**src/include/tcc_regs.vh**
```
// register map, field positions, reset values and timing for tcc block
`ifndef TCC_REGS_VH
`define TCC_REGS_VH

// ===========================================================
// command bytes
`define TCC_CMD_CONFIG      8'h03
`define TCC_CMD_RATE        8'h04
`define TCC_CMD_CHEN        8'h05
`define TCC_CMD_FILTER      8'h06
`define TCC_CMD_ONESHOT     8'h0F
`define TCC_CMD_LOC_MSB     8'h10
`define TCC_CMD_R1_MSB      8'h11
`define TCC_CMD_R2_MSB      8'h12
`define TCC_CMD_LOC_LSB     8'h20
`define TCC_CMD_R1_LSB      8'h21
`define TCC_CMD_R2_LSB      8'h22
`define TCC_CMD_R1_OFFSET   8'h31
`define TCC_CMD_R2_OFFSET   8'h32

// ===========================================================
// reset values
`define TCC_CONFIG_RST      8'h00
`define TCC_RATE_RST        8'h02
`define TCC_CHEN_RST        8'h1F
`define TCC_FILTER_RST      8'h0F
`define TCC_OFFSET_RST      8'h00
`define TCC_ZERO_BYTE       8'h00

// ===========================================================
// field positions
`define TCC_HOLD_BIT        6
`define TCC_RATE_MSB        1
`define TCC_CHEN_MSB        2
`define TCC_FILT_MSB        3
`define TCC_FILT_R1_LO      0
`define TCC_FILT_R2_LO      2
`define TCC_FRAC_KEEP_MSB   7
`define TCC_FRAC_KEEP_LSB   5
`define TCC_FRAC_F16_BIT    4
`define TCC_FRAC_F32_BIT    3

// ===========================================================
// interval codes and periods
`define TCC_RATE_CONT       2'h0
`define TCC_RATE_364        2'h1
`define TCC_RATE_1S         2'h2
`define TCC_RATE_2S5        2'h3
`define TCC_PERIOD_364_US   364000
`define TCC_PERIOD_1S_US    1000000
`define TCC_PERIOD_2S5_US   2500000
`define TCC_CLK_MHZ         200

// ===========================================================
// channel indices
`define TCC_CH_LOCAL        2'h0
`define TCC_CH_REM_A        2'h1
`define TCC_CH_REM_B        2'h2
`define TCC_CH_END          2'h3

`endif

```
**src/rtl/tcc_conv_ctrl.v**
```verilog
// conversion sequencer, offset correction and register file
// Function
// - remote fraction bits 4 and 3 zero unless filter on
// - reserved bits read zero, writes ignored
// - offsets are 8-bit two's complement, 0.5 lsb
// - offset range minus 64 to plus 63.5
// - offset added to raw, sum reported
// - standby bit stops periodic conversions
// - one-shot write in standby converts once
// - interval code selects conversion period
// - continuous mode restarts sequence immediately
// - enabled channels in turn, then rest, or standby after a one-shot or with the standby bit set
// - disabled channel skipped, reading kept
// - fixed periods hold length despite skips
// - enable bits: remote two, one, local
// - one-shot write-only, data not stored
// - filter codes 01 and 11 mean on
`timescale 1ns/100ps
`default_nettype none
`include "tcc_regs.vh"

module tcc_conv_ctrl #(
   parameter [31:0] PERIOD_364_CYC = `TCC_PERIOD_364_US * `TCC_CLK_MHZ,
   parameter [31:0] PERIOD_1S_CYC  = `TCC_PERIOD_1S_US * `TCC_CLK_MHZ,
   parameter [31:0] PERIOD_2S5_CYC = `TCC_PERIOD_2S5_US * `TCC_CLK_MHZ
) (
   // clock and reset
   input  wire        sys_clk_in,
   input  wire        rst_in,
   // register port, command byte addressed
   input  wire        reg_wr_in,
   input  wire        reg_rd_in,
   input  wire [7:0]  reg_cmd_in,
   input  wire [7:0]  reg_wdata_in,
   output reg  [7:0]  reg_rdata_out,
   output reg         reg_rvalid_out,
   // converter front end
   output reg         conv_start_out,
   output reg  [1:0]  conv_chan_out,
   input  wire        conv_done_in,
   input  wire [15:0] conv_raw_in,
   // status
   output wire        busy_out
);

   // ========================================================
   // states
   localparam [1:0] ST_HOLD = 2'h0;
   localparam [1:0] ST_PICK = 2'h1;
   localparam [1:0] ST_CONV = 2'h2;
   localparam [1:0] ST_REST = 2'h3;

   // ========================================================
   // reset images, sliced to register width below
   localparam [7:0] CONFIG_RST = `TCC_CONFIG_RST;
   localparam [7:0] RATE_RST   = `TCC_RATE_RST;
   localparam [7:0] CHEN_RST   = `TCC_CHEN_RST;
   localparam [7:0] FILTER_RST = `TCC_FILTER_RST;

   // ========================================================
   // registers
   reg        low_power_hold_ff;
   reg [1:0]  sample_interval_sel_ff;
   reg [2:0]  chan_on_ff;
   reg [3:0]  smoothing_ff;
   reg [7:0]  remote_one_offset_ff;
   reg [7:0]  remote_two_offset_ff;
   reg [15:0] loc_read_ff;
   reg [15:0] rem_read_ff [0:1];
   reg [1:0]  state_ff;
   reg [1:0]  nxt_state;
   reg [1:0]  chan_ff;
   reg [1:0]  nxt_chan;
   reg        once_ff;
   reg        nxt_once;
   reg [31:0] per_cnt_ff;
   reg [31:0] nxt_per_cnt;
   reg        nxt_start;

   wire       remote_b_convert_on = chan_on_ff[2];
   wire       remote_a_convert_on = chan_on_ff[1];
   wire       onchip_convert_on   = chan_on_ff[0];
   wire [1:0] remote_a_smoothing  =
      smoothing_ff[`TCC_FILT_R1_LO +: 2];
   wire [1:0] remote_b_smoothing  =
      smoothing_ff[`TCC_FILT_R2_LO +: 2];
   wire [2:0] chan_mask =
      {remote_b_convert_on, remote_a_convert_on, onchip_convert_on};

   wire wr_hit_oneshot = reg_wr_in && (reg_cmd_in == `TCC_CMD_ONESHOT);
   wire [15:0] corr_sum [0:1];

   // ========================================================
   // functions
   function filt_on;
      input [1:0] code;
      begin
         filt_on = code[0];
      end
   endfunction

   function [7:0] frac_byte;
      input [7:0] lsb;
      input       on;
      begin
         frac_byte = `TCC_ZERO_BYTE;
         frac_byte[`TCC_FRAC_KEEP_MSB:`TCC_FRAC_KEEP_LSB] =
            lsb[`TCC_FRAC_KEEP_MSB:`TCC_FRAC_KEEP_LSB];
         frac_byte[`TCC_FRAC_F16_BIT] = on & lsb[`TCC_FRAC_F16_BIT];
         frac_byte[`TCC_FRAC_F32_BIT] = on & lsb[`TCC_FRAC_F32_BIT];
      end
   endfunction

   function [31:0] period_of;
      input [1:0] code;
      begin
         case (code)
            `TCC_RATE_364: period_of = PERIOD_364_CYC;
            `TCC_RATE_1S:  period_of = PERIOD_1S_CYC;
            `TCC_RATE_2S5: period_of = PERIOD_2S5_CYC;
            default:       period_of = 32'h0000_0000;
         endcase
      end
   endfunction

   // ========================================================
   // offset correction per remote channel
   genvar gi;
   generate
      for (gi = 0; gi < 2; gi = gi + 1) begin : g_rem
         tcc_offset_add u_add (
            .raw_in    (conv_raw_in),
            .offset_in (gi == 0 ? remote_one_offset_ff
                                : remote_two_offset_ff),
            .sum_out   (corr_sum[gi])
         );
      end
   endgenerate

   // ========================================================
   // register writes
   always @(posedge sys_clk_in) begin
      if (rst_in) begin
         low_power_hold_ff     <= CONFIG_RST[`TCC_HOLD_BIT];
         sample_interval_sel_ff <= RATE_RST[`TCC_RATE_MSB:0];
         chan_on_ff            <= CHEN_RST[`TCC_CHEN_MSB:0];
         smoothing_ff          <= FILTER_RST[`TCC_FILT_MSB:0];
         remote_one_offset_ff  <= `TCC_OFFSET_RST;
         remote_two_offset_ff  <= `TCC_OFFSET_RST;
      end else if (reg_wr_in) begin
         case (reg_cmd_in)
            `TCC_CMD_CONFIG:
               low_power_hold_ff <= reg_wdata_in[`TCC_HOLD_BIT];
            `TCC_CMD_RATE:
               sample_interval_sel_ff <= reg_wdata_in[`TCC_RATE_MSB:0];
            `TCC_CMD_CHEN:
               chan_on_ff <= reg_wdata_in[`TCC_CHEN_MSB:0];
            `TCC_CMD_FILTER:
               smoothing_ff <= reg_wdata_in[`TCC_FILT_MSB:0];
            `TCC_CMD_R1_OFFSET:
               remote_one_offset_ff <= reg_wdata_in;
            `TCC_CMD_R2_OFFSET:
               remote_two_offset_ff <= reg_wdata_in;
            default: ;
         endcase
      end
   end

   // ========================================================
   // register reads, one cycle latency
   always @(posedge sys_clk_in) begin
      if (rst_in) begin
         reg_rdata_out  <= `TCC_ZERO_BYTE;
         reg_rvalid_out <= 1'b0;
      end else begin
         reg_rvalid_out <= reg_rd_in;
         if (reg_rd_in) begin
            reg_rdata_out <= `TCC_ZERO_BYTE;
            case (reg_cmd_in)
               `TCC_CMD_CONFIG:
                  reg_rdata_out[`TCC_HOLD_BIT] <= low_power_hold_ff;
               `TCC_CMD_RATE:
                  reg_rdata_out[`TCC_RATE_MSB:0] <= sample_interval_sel_ff;
               `TCC_CMD_CHEN:
                  reg_rdata_out[`TCC_CHEN_MSB:0] <= chan_on_ff;
               `TCC_CMD_FILTER:
                  reg_rdata_out[`TCC_FILT_MSB:0] <= smoothing_ff;
               `TCC_CMD_R1_OFFSET:
                  reg_rdata_out <= remote_one_offset_ff;
               `TCC_CMD_R2_OFFSET:
                  reg_rdata_out <= remote_two_offset_ff;
               `TCC_CMD_LOC_MSB:
                  reg_rdata_out <= loc_read_ff[15:8];
               `TCC_CMD_LOC_LSB:
                  reg_rdata_out <= frac_byte(loc_read_ff[7:0], 1'b0);
               `TCC_CMD_R1_MSB:
                  reg_rdata_out <= rem_read_ff[0][15:8];
               `TCC_CMD_R2_MSB:
                  reg_rdata_out <= rem_read_ff[1][15:8];
               `TCC_CMD_R1_LSB:
                  reg_rdata_out <= frac_byte(rem_read_ff[0][7:0],
                                             filt_on(remote_a_smoothing));
               `TCC_CMD_R2_LSB:
                  reg_rdata_out <= frac_byte(rem_read_ff[1][7:0],
                                             filt_on(remote_b_smoothing));
               default: ;
            endcase
         end
      end
   end

   // ========================================================
   // sequencer next state
   always @* begin
      nxt_state   = state_ff;
      nxt_chan    = chan_ff;
      nxt_once    = once_ff;
      nxt_start   = 1'b0;
      nxt_per_cnt = (state_ff == ST_HOLD) ? 32'h0000_0000
                                          : per_cnt_ff + 32'h0000_0001;
      case (state_ff)
         ST_HOLD: begin
            nxt_chan = `TCC_CH_LOCAL;
            if (!low_power_hold_ff) begin
               nxt_state = ST_PICK;
               nxt_once  = 1'b0;
            end else if (wr_hit_oneshot) begin
               nxt_state = ST_PICK;
               nxt_once  = 1'b1;
            end
         end
         ST_PICK: begin
            if (chan_ff == `TCC_CH_END) begin
               if (once_ff || low_power_hold_ff) begin
                  nxt_state = ST_HOLD;
               end else if (sample_interval_sel_ff == `TCC_RATE_CONT) begin
                  nxt_chan    = `TCC_CH_LOCAL;
                  nxt_per_cnt = 32'h0000_0000;
               end else begin
                  nxt_state = ST_REST;
               end
            end else if (chan_mask[chan_ff]) begin
               nxt_start = 1'b1;
               nxt_state = ST_CONV;
            end else begin
               nxt_chan = chan_ff + 2'h1;
            end
         end
         ST_CONV: begin
            if (conv_done_in) begin
               nxt_chan  = chan_ff + 2'h1;
               nxt_state = ST_PICK;
            end
         end
         ST_REST: begin
            if (low_power_hold_ff && wr_hit_oneshot) begin
               nxt_state   = ST_PICK;
               nxt_chan    = `TCC_CH_LOCAL;
               nxt_once    = 1'b1;
               nxt_per_cnt = 32'h0000_0000;
            end else if (low_power_hold_ff) begin
               nxt_state = ST_HOLD;
            end else if (sample_interval_sel_ff == `TCC_RATE_CONT ||
                         per_cnt_ff + 32'h0000_0001 >=
                         period_of(sample_interval_sel_ff)) begin
               nxt_state   = ST_PICK;
               nxt_chan    = `TCC_CH_LOCAL;
               nxt_per_cnt = 32'h0000_0000;
            end
         end
         default: nxt_state = ST_HOLD;
      endcase
   end

   // ========================================================
   // sequencer registers and result capture
   always @(posedge sys_clk_in) begin
      if (rst_in) begin
         state_ff       <= ST_HOLD;
         chan_ff        <= `TCC_CH_LOCAL;
         once_ff        <= 1'b0;
         per_cnt_ff     <= 32'h0000_0000;
         conv_start_out <= 1'b0;
         conv_chan_out  <= `TCC_CH_LOCAL;
         loc_read_ff    <= 16'h0000;
         rem_read_ff[0] <= 16'h0000;
         rem_read_ff[1] <= 16'h0000;
      end else begin
         state_ff       <= nxt_state;
         chan_ff        <= nxt_chan;
         once_ff        <= nxt_once;
         per_cnt_ff     <= nxt_per_cnt;
         conv_start_out <= nxt_start;
         if (nxt_start) begin
            conv_chan_out <= chan_ff;
         end
         if (state_ff == ST_CONV && conv_done_in) begin
            case (chan_ff)
               `TCC_CH_LOCAL: loc_read_ff    <= conv_raw_in;
               `TCC_CH_REM_A: rem_read_ff[0] <= corr_sum[0];
               `TCC_CH_REM_B: rem_read_ff[1] <= corr_sum[1];
               default: ;
            endcase
         end
      end
   end

   assign busy_out = (state_ff == ST_PICK) || (state_ff == ST_CONV);

endmodule // tcc_conv_ctrl

`default_nettype wire

```
**src/rtl/tcc_offset_add.v**
```verilog
// signed offset correction for one remote channel
`timescale 1ns/100ps
`default_nettype none

module tcc_offset_add (
   // raw reading, 1/256 degree units
   input  wire [15:0] raw_in,
   // offset, 1/2 degree units
   input  wire [7:0]  offset_in,
   // corrected reading
   output reg  [15:0] sum_out
);

   // ========================================================
   // add and saturate
   reg [16:0] ext_raw;
   reg [16:0] ext_off;
   reg [16:0] wide_sum;

   always @* begin
      ext_raw  = {raw_in[15], raw_in};
      // sign extend, shift to 1/256 units
      ext_off  = {{2{offset_in[7]}}, offset_in, 7'h00};
      wide_sum = ext_raw + ext_off;
      if (wide_sum[16] != wide_sum[15]) begin
         sum_out = wide_sum[16] ? 16'h8000 : 16'h7FFF;
      end else begin
         sum_out = wide_sum[15:0];
      end
   end

endmodule // tcc_offset_add

`default_nettype wire

```
**config.mk**
```make
export PLATFORM = sky130hd
export DESIGN_NAME = tcc_conv_ctrl
export DESIGN_NICKNAME = d
export VERILOG_FILES = /design/src/rtl/tcc_conv_ctrl.v /design/src/rtl/tcc_offset_add.v
export VERILOG_INCLUDE_DIRS = /design/src /design/src/include
export SDC_FILE = /design/constraint.sdc
export NUM_CORES = 1
export LEC_CHECK = 0
export BUFFER_PORTS_ARGS = -buffer_cell sky130_fd_sc_hd__buf_2
export CORE_MARGIN = 5
export CORE_UTILIZATION = 37
export CTS_BUF_LIST = sky130_fd_sc_hd__clkbuf_2 sky130_fd_sc_hd__clkbuf_4 sky130_fd_sc_hd__clkbuf_8
export CTS_CLUSTER_SIZE = 16
export DETAILED_ROUTE_END_ITERATION = 10
export GPL_TIMING_DRIVEN = 1
export SYNTH_ARGS = -nofsm -noshare
export SYNTH_HDL_FRONTEND = slang
export SYNTH_HIERARCHICAL = 1
export SYNTH_SLANG_ARGS = --single-unit
```
**constraint.sdc**
```tcl
create_clock -name sys_clk_in -period 8.9 [get_ports sys_clk_in]
set_input_delay 0 -clock sys_clk_in [delete_from_list [all_inputs] [get_ports sys_clk_in]]
set_output_delay 0 -clock sys_clk_in [all_outputs]
set_load 0.1 [all_outputs]
```
==> metrics.yaml <==
outcome:
  outcome: "finished clean"
global_route:
  grt_max_degree: 55
  grtUsageTotal: 0.173
  grt_pass1_vias: 5686
  grt_pass1_wl_mm: 30.5
  overflow: 0
  antenna_found_initial: 0
clocking:
  cts_buffer_depth: 2
  clk_pin_slew_ps: 110
  cts_root_buf: "clkbuf_8"
  numClockSinks: 112
  cts_hold_buf: 19
  cts_resized: 0
  cts_made_buffers: 9
  postCtsSetupBuffers: 0
  clk_latency_ps: 400
  h-tree-depth: 3
  tritoncts: "built"
yosys:
  syn_inst: 813
  yosys_warnings: 6
  syn-mean-instance-area_um2: 8.56
  syn_area_mm2: 0.00696
  synth_nets: 904
setup_path:
  critical_path_class: "flip-flop to flip-flop"
  cp.arrival_ps: 4190
  critPathCaptureType: "flip-flop"
  critPathLaunch: "per_cnt_ff[3]$_SDFF_PP0_"
  startpoint_type: "flip-flop"
  r2r-start: "per_cnt_ff[3]$_SDFF_PP0_"
  required_ps: 9180
  worstPathMaxFanout: 32
  rrSetupSlack_ps: 4990
timing:
  setup_violations: 0
  period_share: 0.439
  finClkSkew_ps: 21.3
  relSlewSlack: 0.453
  tightest_slew_ps: 819
  rsz0062_at_grt: "false"
  slew_violations: 0
  final.setup.tns_ps: 0
  post-route-min-period_ps: 3910
  clock.fmax_mhz: 256
  holdWs_ps: 18.5
  final-hold-violation-count: 0
place:
  place_area_mm2: 0.00736
  place_congestion: 0.864
  io_buffers: 46
  place_inst: 1065
  dp_hpwl_mm: 13.7
min_path:
  min_from: "reg_rd_in"
  hold_path_class: "primary input to flip-flop"
drt:
  ant_nets: 0
  drt_iter0_markers: 415
  dr_wl_met3_um: 913
  drt_wl_total_mm: 18.8
  highest_layer: "met4"
  post_drt_via_cell_ratio: 5.52
  wl_met1_mm: 9.13
  vias: 6073
  met2WireLength_mm: 8.44
  wire_per_inst_um: 17.1
  drt_pass1_iterations: 6
  drc: 0
power_and_ir_drop:
  intPower_mw: 0.707
  power.density_mw_per_mm2: 136
  p_leak_nw: 3.18
  combPwrFrac: 0.195
  clock_power_share: 0.285
  switchingPower_mw: 0.345
  seqPwrFrac: 0.519
  p_sw_frac: 0.328
  peakVddDrop_mv: 0.0576
flow_run:
  drv_cap: 0
layout:
  fin_area_mm2: 0.00773
  antenna_cells: 0
  layout_common_cells: "nand2_1 (108), dfxtp_1 (86), nand3_1 (69)"
  fillers: 1860
  syn_to_final_growth_pct: 11.2
  drive_above_1_share: 0.114
  stdcell_count: 1100
  nNetsFinal: 952
  final_common_cell: "nand2_1"
die:
  coreArea_mm2: 0.0186
  die-height_um: 147
  start_util: 0.374
  die-area_mm2: 0.0216
  io_pins: 50
  num_rows: 50
  die_w_um: 147
## layer usage
layer / GRT usage / vias up
met2: 0.270 / 148
met3: 0.0231 / 24
met5: 0 / -
met1: 0.250 / 2877
li1: - / 3024
met4: 0.0522 / 0
## path summary, 6_finish.rpt
check / to / depth (start not counted)
worst max-delay path: per_cnt_ff[7]$_SDFF_PP0_ / 14
worst min register to register: loc_read_ff[5]$_SDFFE_PP0P_ / 2
worst min-delay path: reg_rvalid_out$_SDFF_PP0_ / 2
worst max register to register: per_cnt_ff[7]$_SDFF_PP0_ / 14
## power groups by stage
| stage | combinational, mW | sequential (mW) | clock (mW) |
|---|---|---|---|
| 6_report | 0.205 | 0.546 | 0.300 |
| 4_1_cts | 0.205 | 0.546 | 0.309 |
| 3_3_place_gp | 0.198 | 0.558 | 0 |
| 3_5_place_dp | 0.198 | 0.558 | 0 |
| 5_1_grt | 0.223 | 0.549 | 0.330 |
| 2_1_floorplan | 0.135 | 0.572 | 0 |
## registers in the layout, summed over array words and instances (netlist names)
register and count:
state_ff 2, conv_start_out 1, rem_read_ff 26, smoothing_ff 4
remote_two_offset_ff 8, chan_ff 2, remote_one_offset_ff 8, once_ff 1
sample_interval_sel_ff 2, per_cnt_ff 32, conv_chan_out 2, reg_rvalid_out 1
low_power_hold_ff 1, reg_rdata_out 8, loc_read_ff 11, chan_mask 3
## through the flow
stage,power [mW],utilization,setup slack [ps]
finish,1.05,0.416,4990
CTS,1.06,0.416,4990
global placement,0.756,0.396,4980
detailed placement,0.756,0.396,5020
floorplan,0.707,-,5750
global route,1.10,0.416,4610
## final cells by class
cell class / instances / area (um2) / area share
Clock buffer: 9 / 124 / 0.0160
Clock inverter: 7 / 57.6 / 0.00744
Inverter: 27 / 101 / 0.0131
Multi-Input combinational cell: 639 / 4180 / 0.541
Sequential cell: 112 / 2500 / 0.324
Tap cell: 234 / 293 / 0.0379
Timing Repair Buffer: 72 / 473 / 0.0612
## worst max-delay path, stage by stage (launching register included)
cell	delay, ps
dfxtp_1	440
nand4_2	210
nand2b_1	240
nor4_1	580
nand3_1	170
xnor2_1	230
ha_1	280
a21o_1	170
a21o_1	170
a21oi_1	140
o21ai_0	110
a211oi_2	360
a21oi_2	80
buf_4	250
a2111oi_1	360
No activity file was read; power rests on OpenSTA's default activity.
